`config.mk`:
```
export PLATFORM = sky130hd
export DESIGN_NAME = ecp_extended_control
export DESIGN_NICKNAME = d
export VERILOG_FILES = /design/src/hw/ecp_byte_fifo.v /design/src/hw/cfg_readback_enc.v /design/src/hw/ecp_extended_control.v
export VERILOG_INCLUDE_DIRS = /design/src /design/src/hw
export SDC_FILE = /design/constraint.sdc
export NUM_CORES = 1
export LEC_CHECK = 0
export BUFFER_PORTS_ARGS = -buffer_cell sky130_fd_sc_hd__clkbuf_2
export CAP_MARGIN = 20
export CELL_PAD_IN_SITES_DETAIL_PLACEMENT = 1
export CELL_PAD_IN_SITES_GLOBAL_PLACEMENT = 2
export CORE_ASPECT_RATIO = 0.5
export CORE_MARGIN = 3
export CORE_UTILIZATION = 30
export DETAILED_ROUTE_END_ITERATION = 10
export GPL_TIMING_DRIVEN = 0
export PLACE_DENSITY = 0.58
export SLEW_MARGIN = 15
export SYNTH_ARGS = -nofsm -noshare
export SYNTH_HDL_FRONTEND = slang
export SYNTH_HIERARCHICAL = 1
export SYNTH_SLANG_ARGS = --single-unit
```
`constraint.sdc`:
```
create_clock -name pclk -period 8.35 [get_ports pclk]
set_clock_uncertainty 0.2 [all_clocks]
set_input_delay 0.4175 -clock pclk [delete_from_list [all_inputs] [get_ports pclk]]
set_output_delay 0.4175 -clock pclk [all_outputs]
set_load 0.01 [all_outputs]
```
`src/hw/ecp_defines.vh`:
```
`ifndef ECP_DEFINES_VH
`define ECP_DEFINES_VH

// register indices, byte address is four times the index
`define IDX_DATA      11'h000
`define IDX_DCR       11'h002
`define IDX_FIFO      11'h400
`define IDX_CFG_B     11'h401
`define IDX_EXT       11'h402
`define IDX_SELECT    11'h403

// operating modes in extended control bits 7:5
`define MODE_SPP      3'h0
`define MODE_PS2      3'h1
`define MODE_PPFIFO   3'h2
`define MODE_ECP      3'h3
`define MODE_EPP      3'h4
`define MODE_RSVD     3'h5
`define MODE_TEST     3'h6
`define MODE_CFG      3'h7

// extended control field positions
`define EXT_MODE_HI   7
`define EXT_MODE_LO   5
`define EXT_FAULT_DIS 4
`define EXT_DMA_EN    3
`define EXT_SVC_MASK  2
`define EXT_FULL      1
`define EXT_EMPTY     0

// dcr fields and reset values
`define DCR_DIR       5
`define DCR_RESET     6'h00
`define CTL_INVERT    4'hb
`define CFG_A_VALUE   8'h10
`define SELECT_RESET  7'h00

// fifo geometry and service thresholds
`define FIFO_DEPTH    5'h10
`define FIFO_AW       4
`define TX_FREE_THR   5'h08
`define RX_FILL_THR   5'h08

`endif

```
`src/hw/ecp_byte_fifo.v`:
```
`timescale 1ns/1ps
`include "ecp_defines.vh"

module ecp_byte_fifo (
  input  wire       pclk,
  input  wire       presetn,
  input  wire       clear,
  input  wire       push,
  input  wire [8:0] wdata,
  input  wire       pop,
  output wire [8:0] rdata,
  output reg  [4:0] count,
  output wire       full,
  output wire       empty
);

  reg [8:0]           mem [0:15];
  reg [`FIFO_AW-1:0]  wr_ptr;
  reg [`FIFO_AW-1:0]  rd_ptr;
  reg [8:0]           last_reg;
  wire                push_ok;
  wire                pop_ok;

  assign full    = (count == `FIFO_DEPTH);
  assign empty   = (count == 5'h00);
  assign push_ok = push & ~full;
  assign pop_ok  = pop & ~empty;
  // empty read repeats the last byte taken
  assign rdata   = empty ? last_reg : mem[rd_ptr];

  // storage, write to a full queue is dropped
  always @(posedge pclk)
  begin
    if (push_ok)
      mem[wr_ptr] <= wdata;
  end

  // pointers and fill count
  always @(posedge pclk or negedge presetn)
  begin
    if (!presetn)
    begin
      wr_ptr   <= 4'h0;
      rd_ptr   <= 4'h0;
      count    <= 5'h00;
      last_reg <= 9'h000;
    end
    else if (clear)
    begin
      wr_ptr <= 4'h0;
      rd_ptr <= 4'h0;
      count  <= 5'h00;
    end
    else
    begin
      if (push_ok)
        wr_ptr <= wr_ptr + 4'h1;
      if (pop_ok)
      begin
        rd_ptr   <= rd_ptr + 4'h1;
        last_reg <= mem[rd_ptr];
      end
      if (push_ok & ~pop_ok)
        count <= count + 5'h01;
      else if (pop_ok & ~push_ok)
        count <= count - 5'h01;
    end
  end

endmodule // ecp_byte_fifo

```
`src/hw/cfg_readback_enc.v`:
```
`timescale 1ns/1ps

module cfg_readback_enc (
  input  wire [3:0] irq_sel,
  input  wire [1:0] dma_sel,
  output reg  [2:0] irq_code,
  output reg  [2:0] dma_code
);

  // interrupt line to readback code
  always @*
  begin
    case (irq_sel)
      4'hf:    irq_code = 3'h6;
      4'he:    irq_code = 3'h5;
      4'hb:    irq_code = 3'h4;
      4'ha:    irq_code = 3'h3;
      4'h9:    irq_code = 3'h2;
      4'h7:    irq_code = 3'h1;
      4'h5:    irq_code = 3'h7;
      default: irq_code = 3'h0;
    endcase
  end

  // dma channel to readback code
  always @*
  begin
    case (dma_sel)
      2'h3:    dma_code = 3'h3;
      2'h2:    dma_code = 3'h2;
      2'h1:    dma_code = 3'h1;
      default: dma_code = 3'h0;
    endcase
  end

endmodule // cfg_readback_enc

```
`src/hw/ecp_extended_control.v`:
```
// Operation
// - extended control bits 7:5 hold a read/write mode selecting port operation
// - fault disable at 1 blocks fault falling-edge interrupt, ECP mode only
// - fault disable at 0 pulses interrupt on each fault falling edge
// - clearing fault disable while fault asserted raises an interrupt
// - dma enable permits DMA once service mask is 0; clear stops it
// - service mask at 1 blocks DMA and service interrupts; writing 1 never interrupts
// - any service interrupt sets service mask; software clears it to rearm
// - with DMA enabled, terminal count sets service mask
// - no DMA, forward: mask set when free space reaches transmit threshold
// - no DMA, reverse: mask set when fill reaches receive threshold
// - read-only full flag shows queue cannot take a byte
// - read-only empty flag in bit zero shows queue holds nothing
// - mode 000 holds queue reset, open-collector controls, direction ignored
// - mode 001 direction tri-states data, data read returns pins, push-pull
// - mode 010 queues bytes and sends them forward automatically
// - mode 011 shares one queue for data and commands, reverse fills it
// - mode 100 is EPP only with the option enabled, push-pull drivers
// - mode 101 reserved; mode 110 queue usable by host, never sent
// - mode 111 maps the two config readbacks in place of the queue
// - config B bits 5:3 read the encoded selected interrupt line
// - config B bits 2:0 read the encoded selected DMA channel
// - config B bit 6 reads the interrupt line level
// - direction bit 5: 0 out, 1 in, forced out in 000 and 010
// - clearing service mask while condition holds interrupts at once
`timescale 1ns/1ps
`include "ecp_defines.vh"

module ecp_extended_control (
  input  wire        pclk,
  input  wire        presetn,
  input  wire        psel,
  input  wire        penable,
  input  wire        pwrite,
  input  wire [12:0] paddr,
  input  wire [31:0] pwdata,
  output wire [31:0] prdata,
  output wire        pready,
  output wire        pslverr,
  input  wire        fault_in_n,
  input  wire        irq_line_level,
  input  wire [7:0]  pd_in,
  output wire [7:0]  pd_out,
  output wire        pd_oe,
  output wire        strobe_out_n,
  output wire        strobe_oe,
  output wire        autofeed_out_n,
  output wire        autofeed_oe,
  output wire        init_out_n,
  output wire        init_oe,
  output wire        select_in_out_n,
  output wire        select_in_oe,
  output wire        link_tx_valid,
  output wire [7:0]  link_tx_data,
  output wire        link_tx_command,
  input  wire        link_tx_take,
  input  wire        link_rx_valid,
  input  wire [7:0]  link_rx_data,
  output wire        link_rx_ready,
  output wire        dma_req,
  input  wire        dma_ack,
  input  wire        dma_tc,
  input  wire [7:0]  dma_wdata,
  output wire [7:0]  dma_rdata,
  output wire        irq_pulse,
  output wire        epp_active
);

  ////////////////////////////////////////////////////////////////////////////
  // state

  reg  [2:0]  mode_reg;
  reg         fault_dis_reg;
  reg         dma_en_reg;
  reg         svc_mask_reg;
  reg  [5:0]  dcr_reg;
  reg  [7:0]  data_reg;
  reg  [6:0]  select_reg;
  reg         fault_prev_reg;
  reg  [7:0]  prdata_reg;
  reg         pready_reg;
  reg         pslverr_reg;
  reg         irq_reg;
  reg         tx_valid_reg;
  reg  [7:0]  tx_data_reg;
  reg         tx_cmd_reg;
  reg         rx_ready_reg;
  reg         dma_req_reg;
  reg  [7:0]  dma_rdata_reg;
  reg  [7:0]  pd_out_reg;
  reg         pd_oe_reg;
  reg  [3:0]  ctl_out_reg;
  reg  [3:0]  ctl_oe_reg;
  reg         epp_reg;
  reg  [7:0]  rd_mux;
  reg         mapped;
  reg  [8:0]  push_data;

  wire [10:0] idx;
  wire        setup;
  wire        access;
  wire        wr;
  wire        rd;
  wire        dir_eff;
  wire        cfg_mode;
  wire        ecp_mode;
  wire        fwd_tx;
  wire        ecp_rev;
  wire        queue_host;
  wire        host_push;
  wire        cmd_push;
  wire        host_pop;
  wire        dma_hit;
  wire        dma_push;
  wire        dma_pop;
  wire        rx_push;
  wire        tx_pop;
  wire        push;
  wire        pop;
  wire        push_ok;
  wire        pop_ok;
  wire [4:0]  count_next;
  wire [8:0]  fifo_rdata;
  wire [4:0]  count;
  wire [4:0]  free;
  wire        full;
  wire        empty;
  wire        ext_wr;
  wire        dma_fwd;
  wire        dma_rev;
  wire        svc_cond;
  wire        svc_fire;
  wire        fault_fall;
  wire        fault_drop;
  wire        fault_fire;
  wire [2:0]  irq_code;
  wire [2:0]  dma_code;
  wire [3:0]  ctl_lvl;
  wire [3:0]  ctl_oe_next;
  wire [3:0]  ctl_out_next;

  ////////////////////////////////////////////////////////////////////////////
  // bus decode and mode qualifiers

  assign idx        = paddr[12:2];
  assign setup      = psel & ~penable;
  assign access     = psel & penable & pready_reg;
  assign wr         = access & pwrite & ~pslverr_reg;
  assign rd         = access & ~pwrite & ~pslverr_reg;
  assign ext_wr     = wr & (idx == `IDX_EXT);
  assign cfg_mode   = (mode_reg == `MODE_CFG);
  assign ecp_mode   = (mode_reg == `MODE_ECP);
  // direction forced outward in 000 and 010
  assign dir_eff    = (mode_reg == `MODE_SPP) | (mode_reg == `MODE_PPFIFO) ?
                      1'b0 : dcr_reg[`DCR_DIR];
  assign fwd_tx     = ((mode_reg == `MODE_PPFIFO) | ecp_mode) & ~dir_eff;
  assign ecp_rev    = ecp_mode & dir_eff;
  assign queue_host = fwd_tx | (mode_reg == `MODE_TEST);
  // test mode moves dma bytes in either direction
  assign dma_fwd    = fwd_tx | ((mode_reg == `MODE_TEST) & ~dir_eff);
  assign dma_rev    = ecp_rev | ((mode_reg == `MODE_TEST) & dir_eff);

  ////////////////////////////////////////////////////////////////////////////
  // queue traffic

  // host data bytes, command bytes in forward ecp, test mode both ways
  assign host_push  = wr & (idx == `IDX_FIFO) & queue_host;
  assign cmd_push   = wr & (idx == `IDX_DATA) & ecp_mode & ~dir_eff;
  assign host_pop   = rd & (idx == `IDX_FIFO) & (ecp_rev | (mode_reg == `MODE_TEST));
  assign dma_hit    = dma_ack & dma_req_reg;
  assign dma_push   = dma_hit & dma_fwd;
  assign dma_pop    = dma_hit & dma_rev;
  assign rx_push    = link_rx_valid & rx_ready_reg & ecp_rev;
  // test mode never feeds the link
  assign tx_pop     = fwd_tx & ~empty & (~tx_valid_reg | link_tx_take);
  assign push       = host_push | cmd_push | dma_push | rx_push;
  assign pop        = tx_pop | host_pop | dma_pop;
  assign push_ok    = push & ~full;
  assign pop_ok     = pop & ~empty;
  assign count_next = count + {4'h0, push_ok} - {4'h0, pop_ok};
  assign free       = `FIFO_DEPTH - count;

  // source of the byte entering the queue, dma first
  always @*
  begin
    if (dma_push)
      push_data = {1'b0, dma_wdata};
    else if (rx_push)
      push_data = {1'b0, link_rx_data};
    else if (cmd_push)
      push_data = {1'b1, pwdata[7:0]};
    else
      push_data = {1'b0, pwdata[7:0]};
  end

  // queue, held clear in mode 000
  ecp_byte_fifo u_fifo (
    .pclk    (pclk),
    .presetn (presetn),
    .clear   (mode_reg == `MODE_SPP),
    .push    (push),
    .wdata   (push_data),
    .pop     (pop),
    .rdata   (fifo_rdata),
    .count   (count),
    .full    (full),
    .empty   (empty)
  );

  // readback encoders for config b
  cfg_readback_enc u_enc (
    .irq_sel  (select_reg[3:0]),
    .dma_sel  (select_reg[5:4]),
    .irq_code (irq_code),
    .dma_code (dma_code)
  );

  ////////////////////////////////////////////////////////////////////////////
  // interrupt conditions

  // service condition per dma and direction
  assign svc_cond   = (mode_reg != `MODE_SPP) &
                      (dma_en_reg ? (dma_hit & dma_tc) :
                       dir_eff ? (count >= `RX_FILL_THR) :
                       (free >= `TX_FREE_THR));
  // a held condition fires as soon as the mask drops
  assign svc_fire   = ~svc_mask_reg & svc_cond;
  assign fault_fall = fault_prev_reg & ~fault_in_n;
  // enabling while fault is already low must not lose the event
  assign fault_drop = ext_wr & fault_dis_reg & ~pwdata[`EXT_FAULT_DIS] & ~fault_in_n;
  assign fault_fire = ecp_mode & ((~fault_dis_reg & fault_fall) | fault_drop);

  ////////////////////////////////////////////////////////////////////////////
  // read data and address map

  always @*
  begin
    rd_mux = 8'h00;
    mapped = 1'b1;
    case (idx)
      `IDX_DATA:
        rd_mux = (mode_reg == `MODE_SPP) ? data_reg : pd_in;
      `IDX_DCR:
        rd_mux = {2'h0, dcr_reg};
      `IDX_FIFO:
        rd_mux = cfg_mode ? `CFG_A_VALUE : fifo_rdata[7:0];
      `IDX_CFG_B:
      begin
        mapped = cfg_mode;
        rd_mux = {1'b0, irq_line_level, irq_code, dma_code};
      end
      `IDX_EXT:
        rd_mux = {mode_reg, fault_dis_reg, dma_en_reg, svc_mask_reg,
                  full, empty};
      `IDX_SELECT:
        rd_mux = {1'b0, select_reg};
      default:
        mapped = 1'b0;
    endcase
  end

  // apb answer: data taken at setup, ready during access
  always @(posedge pclk or negedge presetn)
  begin
    if (!presetn)
    begin
      prdata_reg  <= 8'h00;
      pready_reg  <= 1'b0;
      pslverr_reg <= 1'b0;
    end
    else if (setup)
    begin
      prdata_reg  <= rd_mux;
      pready_reg  <= 1'b1;
      pslverr_reg <= ~mapped | (paddr[1:0] != 2'h0);
    end
    else
    begin
      pready_reg  <= 1'b0;
      pslverr_reg <= 1'b0;
    end
  end

  assign prdata  = {24'h00_0000, prdata_reg};
  assign pready  = pready_reg;
  assign pslverr = pslverr_reg;

  ////////////////////////////////////////////////////////////////////////////
  // software registers

  always @(posedge pclk or negedge presetn)
  begin
    if (!presetn)
    begin
      mode_reg       <= `MODE_SPP;
      fault_dis_reg  <= 1'b1;
      dma_en_reg     <= 1'b0;
      svc_mask_reg   <= 1'b1;
      dcr_reg        <= `DCR_RESET;
      data_reg       <= 8'h00;
      select_reg     <= `SELECT_RESET;
      fault_prev_reg <= 1'b1;
    end
    else
    begin
      fault_prev_reg <= fault_in_n;
      if (ext_wr)
      begin
        mode_reg      <= pwdata[`EXT_MODE_HI:`EXT_MODE_LO];
        fault_dis_reg <= pwdata[`EXT_FAULT_DIS];
        dma_en_reg    <= pwdata[`EXT_DMA_EN];
      end
      // hardware set wins over a software clear
      if (svc_fire)
        svc_mask_reg <= 1'b1;
      else if (ext_wr)
        svc_mask_reg <= pwdata[`EXT_SVC_MASK];
      if (wr & (idx == `IDX_DCR))
        dcr_reg <= pwdata[5:0];
      if (wr & (idx == `IDX_DATA) & ~ecp_mode)
        data_reg <= pwdata[7:0];
      if (wr & (idx == `IDX_SELECT))
        select_reg <= pwdata[6:0];
    end
  end

  ////////////////////////////////////////////////////////////////////////////
  // link, dma and interrupt outputs

  always @(posedge pclk or negedge presetn)
  begin
    if (!presetn)
    begin
      tx_valid_reg  <= 1'b0;
      tx_data_reg   <= 8'h00;
      tx_cmd_reg    <= 1'b0;
      rx_ready_reg  <= 1'b0;
      dma_req_reg   <= 1'b0;
      dma_rdata_reg <= 8'h00;
      irq_reg       <= 1'b0;
      epp_reg       <= 1'b0;
    end
    else
    begin
      if (tx_pop)
      begin
        tx_valid_reg <= 1'b1;
        tx_data_reg  <= fifo_rdata[7:0];
        tx_cmd_reg   <= fifo_rdata[8];
      end
      else if (link_tx_take | ~fwd_tx)
        tx_valid_reg <= 1'b0;
      rx_ready_reg <= ecp_rev & (count_next < `FIFO_DEPTH);
      // dma stops at once when disabled or masked
      dma_req_reg  <= dma_en_reg & ~svc_mask_reg & ~dma_hit &
                      ((dma_fwd & (count_next < `FIFO_DEPTH)) |
                       (dma_rev & (count_next != 5'h00)));
      if (dma_pop)
        dma_rdata_reg <= fifo_rdata[7:0];
      irq_reg <= svc_fire | fault_fire;
      epp_reg <= (mode_reg == `MODE_EPP) & select_reg[6];
    end
  end

  ////////////////////////////////////////////////////////////////////////////
  // pin drivers

  // active-low levels, init passes without inversion
  assign ctl_lvl = dcr_reg[3:0] ^ `CTL_INVERT;

  genvar i;
  generate
    for (i = 0; i < 4; i = i + 1)
    begin : g_ctl
      // open collector only pulls low in mode 000
      assign ctl_oe_next[i]  = (mode_reg == `MODE_SPP) ? ~ctl_lvl[i] : 1'b1;
      assign ctl_out_next[i] = (mode_reg == `MODE_SPP) ? 1'b0 : ctl_lvl[i];
    end
  endgenerate

  always @(posedge pclk or negedge presetn)
  begin
    if (!presetn)
    begin
      ctl_out_reg <= 4'h0;
      ctl_oe_reg  <= 4'h0;
      pd_out_reg  <= 8'h00;
      pd_oe_reg   <= 1'b0;
    end
    else
    begin
      ctl_out_reg <= ctl_out_next;
      ctl_oe_reg  <= ctl_oe_next;
      pd_out_reg  <= fwd_tx ? tx_data_reg : data_reg;
      pd_oe_reg   <= ~dir_eff;
    end
  end

  assign strobe_out_n    = ctl_out_reg[0];
  assign strobe_oe       = ctl_oe_reg[0];
  assign autofeed_out_n  = ctl_out_reg[1];
  assign autofeed_oe     = ctl_oe_reg[1];
  assign init_out_n      = ctl_out_reg[2];
  assign init_oe         = ctl_oe_reg[2];
  assign select_in_out_n = ctl_out_reg[3];
  assign select_in_oe    = ctl_oe_reg[3];
  assign pd_out          = pd_out_reg;
  assign pd_oe           = pd_oe_reg;
  assign link_tx_valid   = tx_valid_reg;
  assign link_tx_data    = tx_data_reg;
  assign link_tx_command = tx_cmd_reg;
  assign link_rx_ready   = rx_ready_reg;
  assign dma_req         = dma_req_reg;
  assign dma_rdata       = dma_rdata_reg;
  assign irq_pulse       = irq_reg;
  assign epp_active      = epp_reg;

endmodule // ecp_extended_control

```
After elaboration in Yosys (flattened, before gate mapping)
Memory sizes are Yosys's and may differ from the RTL's.
Cells that the tools add are included.

storage, ports and cells
  bits in registers = 99
  bits in writable memories = 144
  bits of input ports = 80
  output and inout port bits = 73
  memories kept = 1

memories
  memory      depth  width  read ports  clocked after memory_dff  wr ports  RTL line            source
  u_fifo.mem  16     9      1           0                         1         ecp_byte_fifo.v:17  reg [8:0] mem [0:15];

operators by class
  $add $sub $neg = 7
  $lt $le $gt $ge = 3
  equal/unequal tests = 21
  multiplexer cells = 37
  bitwise operators = 89
  reductions and logical operators = 13

operators with widths
  operator                                                               number
  1-bit AND                                                              49
  8-bit one-hot mux with 6 select lines                                  1
  11-bit == test, second input constant                                  4
  9-bit 2-to-1 mux                                                       4
  8-bit 2-to-1 mux                                                       3
  1-bit NOT                                                              22
  3-bit one-hot mux with 7 select lines                                  1
  4-bit == test, second input constant                                   5
  1-bit 2-to-1 mux                                                       19
  1-bit OR                                                               17
  4-bit 2-to-1 mux                                                       4
  5-bit 2-to-1 mux                                                       3
  11-bit by 2-bit == test with 1-bit output, second input constant       1
  11-bit zero test                                                       1
  5-bit by 4-bit >= comparator with 1-bit output, second input constant  2
  2-bit nonzero test                                                     5
  3-bit == test, second input constant                                   3
  4-bit by 1-bit adder with 4-bit output, second input constant          2
  4-bit by 3-bit == test with 1-bit output, second input constant        2
  3-bit by 2-bit == test with 1-bit output, second input constant        2
  2-bit one-hot mux with 3 select lines                                  1
  3-bit nonzero test                                                     2
  5-bit by 1-bit adder with 5-bit output                                 1
  5-bit by 1-bit adder with 5-bit output, second input constant          1
  other kinds (14)                                                       15

Logic depth before layout (Yosys ltp)
  word-level depth = 17
  gate-level depth with buffers = 17
  depth with buffers taken out = 15

By module
The synthesis kept the hierarchy.

modules (own cells, without submodules)
  module                instances  cells each  area each (µm²)  seq. area each (µm²)
  ecp_byte_fifo         1          430         6967.9           4874.7
  ecp_extended_control  1          390         4350.4           1930.6
  cfg_readback_enc      1          14          88.8             0.0

Least setup slack after synthesis
Ideal clock, no wire load.

  path kind = register to register
  start = register u_fifo.count[4]
  end = register dma_req_reg, in the netlist dma_req
  arrival = 3729 ps
  data required time = 8023 ps
  path slack = 4294 ps
  cell stages (with the launch flop) = 18
  path through = dfrtp_1 buf_2 inv_1 nand2_1 clkbuf_1 inv_1 nor4b_2 a311o_1 nor2b_1 ha_1 inv_1 ha_1 inv_1 fa_1 nor3_1 or4_1 a21boi_0 nand3b_1

between the ends
  cells in the longest elaborated chain, start to end = 12
  elaborated cells between the ends (all ways) = 18
  classes of those cells = add/sub (2); order compare (1); eq/ne (1); bitwise (12); reduce/logical (2)

RTL lines
  item                                                                              RTL line                                                source
  from (decl)                                                                       ecp_byte_fifo.v:12                                      output reg [4:0] count,
  from (signal assigned)                                                            ecp_byte_fifo.v:64                                      count <= count + 5'h01;
  from (signal assigned)                                                            ecp_byte_fifo.v:66                                      count <= count - 5'h01;
  5-bit zero test *                                                                 ecp_byte_fifo.v:25                                      assign empty = (count == 5'h00);
  named net empty                                                                   ecp_extended_control.v:127                              wire empty;
  1-bit NOT *                                                                       ecp_extended_control.v:175                              assign tx_pop = fwd_tx & ~empty & (~tx_valid_reg | link_tx_take);
  1-bit AND * (2 in a row)                                                          ecp_extended_control.v:175
  1-bit OR * (2 in a row)                                                           ecp_extended_control.v:177                              assign pop = tx_pop | host_pop | dma_pop;
  named net pop                                                                     ecp_extended_control.v:119                              wire pop;
  1-bit AND *                                                                       ecp_extended_control.v:179                              assign pop_ok = pop & ~empty;
  5-bit by 1-bit subtractor with 5-bit output *                                     ecp_extended_control.v:180                              assign count_next = count + {4'h0, push_ok} - {4'h0, pop_ok};
  5-bit < comparator (no source line) / 5-bit nonzero test (equally long branches)  n/a
  1-bit AND (on tied branches)                                                      ecp_extended_control.v:356, ecp_extended_control.v:357
  1-bit OR *                                                                        ecp_extended_control.v:356                              ((dma_fwd & (count_next < `FIFO_DEPTH)) |
  1-bit AND *                                                                       ecp_extended_control.v:355                              dma_req_reg <= dma_en_reg & ~svc_mask_reg & ~dma_hit &
  to (signal assigned)                                                              ecp_extended_control.v:355
  to (decl)                                                                         ecp_extended_control.v:88                               reg dma_req_reg;

The timed path passes the listed nets; every way through them passes the cells marked *.
A chain may end at the register's enable or synchronous reset.

Worst setup path in the final report
  start = register mode_reg[0]
  end = register u_fifo.count[4]

between the ends
  cells in the longest elaborated chain, start to end = 14
  elaborated cells between the ends (all ways) = 39
  classes of those cells = eq/ne (3); mux (3); bitwise (31); reduce/logical (2)

RTL lines
  item                                                                                                 RTL line                                                                            source
  from (decl)                                                                                          ecp_extended_control.v:72                                                           reg [2:0] mode_reg;
  from (signal assigned)                                                                               ecp_extended_control.v:295                                                          mode_reg <= `MODE_SPP;
  from (signal assigned)                                                                               ecp_extended_control.v:309                                                          mode_reg <= pwdata[`EXT_MODE_HI:`EXT_MODE_LO];
  3-bit by 2-bit == test with 1-bit output (no source line) / 3-bit zero test (equally long branches)  n/a
  1-bit OR                                                                                             ecp_extended_control.v:154                                                          assign dir_eff = (mode_reg == `MODE_SPP) | (mode_reg == `MODE_PPFIFO) ?
  1-bit 2-to-1 mux                                                                                     ecp_extended_control.v:154
  1-bit NOT                                                                                            ecp_extended_control.v:156, ecp_extended_control.v:160, ecp_extended_control.v:168
  1-bit AND                                                                                            ecp_extended_control.v:156                                                          assign fwd_tx = ((mode_reg == `MODE_PPFIFO) | ecp_mode) & ~dir_eff;
  1-bit OR                                                                                             ecp_extended_control.v:158                                                          assign queue_host = fwd_tx | (mode_reg == `MODE_TEST);
  1-bit AND                                                                                            ecp_extended_control.v:167                                                          assign host_push = wr & (idx == `IDX_FIFO) & queue_host;
  1-bit OR (2 in a row)                                                                                ecp_extended_control.v:176                                                          assign push = host_push | cmd_push | dma_push | rx_push;
  1-bit OR *                                                                                           ecp_extended_control.v:176
  named net push                                                                                       ecp_extended_control.v:118                                                          wire push;
  1-bit AND *                                                                                          ecp_byte_fifo.v:26                                                                  assign push_ok = push & ~full;
  1-bit AND / 1-bit NOT (equally long branches)                                                        ecp_byte_fifo.v:63, ecp_byte_fifo.v:65
  5-bit 2-to-1 mux / 1-bit AND (equally long branches)                                                 ecp_byte_fifo.v:63, ecp_byte_fifo.v:65
  5-bit 2-to-1 mux / 3-bit nonzero test (equally long branches)                                        n/a

Marked as above.

==> metrics <==
ys flop type edfxtp_1; max FFs per register around 140; die width around 280 um; CTS tree built; diode count 0; nets@finish between 1000 and 1500; core area between 30000 and 40000 um^2; vias per cell a little under 5; Final Wtd Congestion a little over 0.8; WL met1 16100 um; post-route minimum period ~5.0 ns; slew at the pin with the worst max-slew slack between 1 and 1.5 ns; most area-consuming cells after synthesis edfxtp_1 38%, dfrtp_1 21%, mux2_2 8.0%; Hold Fails Final Rpt 0; via count 7323; Initial Util 31.1%; Max FO, Critical Path 10; initial antenna violation count 0; WHS between 0.02 and 0.025 ns; Worst Setup Start Kind flop; placed cell area between 10000 and 15000 um^2; H-tree levels 1; worst vdd ir approximately 120 uV; P per Cell Area 181 nW/um^2; Port Buffer Count around 100; Tightest Hold Check Type in2reg; Slew headroom about a quarter; crit-path cells clkbuf_1, maj3_1, nor3b_2, nor2_1, nand3_1, a21boi_1, ha_1, inv_1, fa_1, a21o_1, a21oi_1, mux2i_1, mux2_2; Avg Cell Area, Syn between 10 and 15 um^2; largest net degree at the start of global routing 62; Reg2Reg Setup Slack 3.33 ns; number of hold buffers added after CTS 2; vias in the first global route ~7800; CP endpoint kind flop; gr ovfl total 0; met3 wire len between 1000 and 1500 um; Leak ~5.4 nW; design area ~14000 um^2; library cells used by synthesis a little under 80; max cap viols 0; GRT Util Overall between 10% and 20%; Slowest cell on crit path nor3b_2; Routed WL roughly 34000 um; Avg WL per Cell between 20 and 25 um; final worst slack about 3.3 ns; CP Class reg2reg; Yosys top cell by area edfxtp_1; clk slew on worst S/H paths 0.06 ns; RSZ-0062 raised after global routing no; async set-reset flop share out of synthesis 40.7%; Yosys warning count 6; setup TNS 0 ns; DP Wirelength roughly 25000 um; Final setup viols 0; Worst Path Buf+Inv 2; top sig layer met4; Top delay family on crit path simple AND/OR/NAND/NOR gates; share of the synthesized area in the top cell type about 38%; # IOs between 150 and 200; clock latency on the worst-skew pair approximately 0.55 ns; DRC 0; Post-synth EDFFs between 100 and 150; Syn Inst Count 834; crit path DAT 5.25 ns; Final period util between 60% and 70%; wire length on met2 16300 um; share of layout cells above drive strength 1 between 30% and 40%; max incr delay on CP around 0.75 ns; Post-CTS Resized 0; Die Ht around 140 um; status finished clean; Rows slightly below 50; clock sinks 243; postcts setup bufs 0; DRT antenna net count 0; Iter 0 DRT Violations around 370; DR pass1 iterations 4; Yosys reg bits roughly 240; Slew Viols, Final 0; Area growth syn-to-layout 19.6%; Clock Tree Buf Depth 3; Root Buffer Master clkbuf_16; Die ar. between 40000 and 50000 um^2; first-pass GRT wire length 51300 um; worst endpoint required time 8.58 ns; total CTS buffers 25; register area share after synthesis between 50% and 60%; pre-CTS WS approximately 3.3 ns; Post-Syn Area between 10000 and 15000 um^2; highest clock rate 0.199 GHz
-- cell families after synthesis --
family | Yosys count | synth area share, %
AND/OR/NAND/NOR | 223 | 10.7
multiplexers | 125 | 13.9
other | 2 | 0.0658
AO/OA/AOI/OAI | 123 | 7.85
flip-flops | 243 | 59.7
adder cells (fa/ha/maj) | 22 | 2.52
buffers and inverters | 84 | 4.39
XOR/XNOR | 12 | 0.921
-- cell usage in the layout, fill, tap and decap left out, types with 15 or more instances in the layout --
master / instances
a21oi_1: 16
buf_4: 34
clkbuf_1: 28
clkbuf_16: 25
clkbuf_2: 102
conb_1: 25
dfrtp_1: 96
edfxtp_1: 144
ha_1: 19
inv_1: 15
mux2_2: 81
mux2i_1: 21
mux4_2: 18
nand2_1: 39
nand2b_1: 15
nor2_1: 76
nor2b_1: 19
-- area by class of cell --
cell class	instances	area (um^2)
Buffer	68	440
Clock buffer	35	693
Clock inverter	11	93.8
Fill cell	3900	23100
Inverter	16	60.1
Multi-Input combinational cell	530	4250
Sequential cell	243	6810
Tap cell	484	606
Timing Repair Buffer	118	696
-- power by group --
group          total [W]  internal [W]  switching [W]
Sequential       0.00128       0.00128     0.00000306
Clock            0.00110      0.000614       0.000483
Combinational  0.0000922     0.0000330      0.0000592
Total            0.00247       0.00193       0.000545
-- cells in the mapped netlist (all sizes together) (10+ instances only) --
cell type	number
edfxtp	144
dfrtp	96
mux2	86
nor2	78
buf	47
nand2	40
o21ai	27
clkbuf	21
mux2i	21
ha	19
nor2b	19
mux4	18
a21oi	16
inv	15
nand2b	15
nor3	14
a21o	11
a211oi	10
-- stage by stage --
| step | total power, W | cells | util (%) |
|---|---|---|---|
| after floorplan | 0.00134 | 857 | - |
| after global placement | 0.00139 | 1444 | 34.3 |
| after detailed placement | 0.00140 | 1454 | 34.8 |
| after CTS | 0.00250 | 1502 | 37.0 |
| after global routing | 0.00257 | 1505 | 37.1 |
| final | 0.00247 | 1505 | 37.1 |
-- path summary, 6_finish.rpt --
kind | start | to | cells after the start
hold reg to reg | prdata_reg[7] | prdata_reg[7] | 2
min in group asynchronous | presetn | prdata_reg[7] | 2
setup reg to reg | mode_reg[0] | u_fifo/count[4] | 13
hold / removal | pwdata[7] | mode_reg[2] | 2
max in group asynchronous | presetn | link_tx_data[1] | 3
setup / recovery | mode_reg[0] | u_fifo/count[4] | 13
-- routing by layer --
metal | GRT usage, % | vias up
met4 | 3.58 | 0
met1 | 23.4 | 3761
li1 | - | 3409
met2 | 28.7 | 118
met3 | 2.89 | 35
met5 | 0 | -
(Power assumes the default switching activity.)
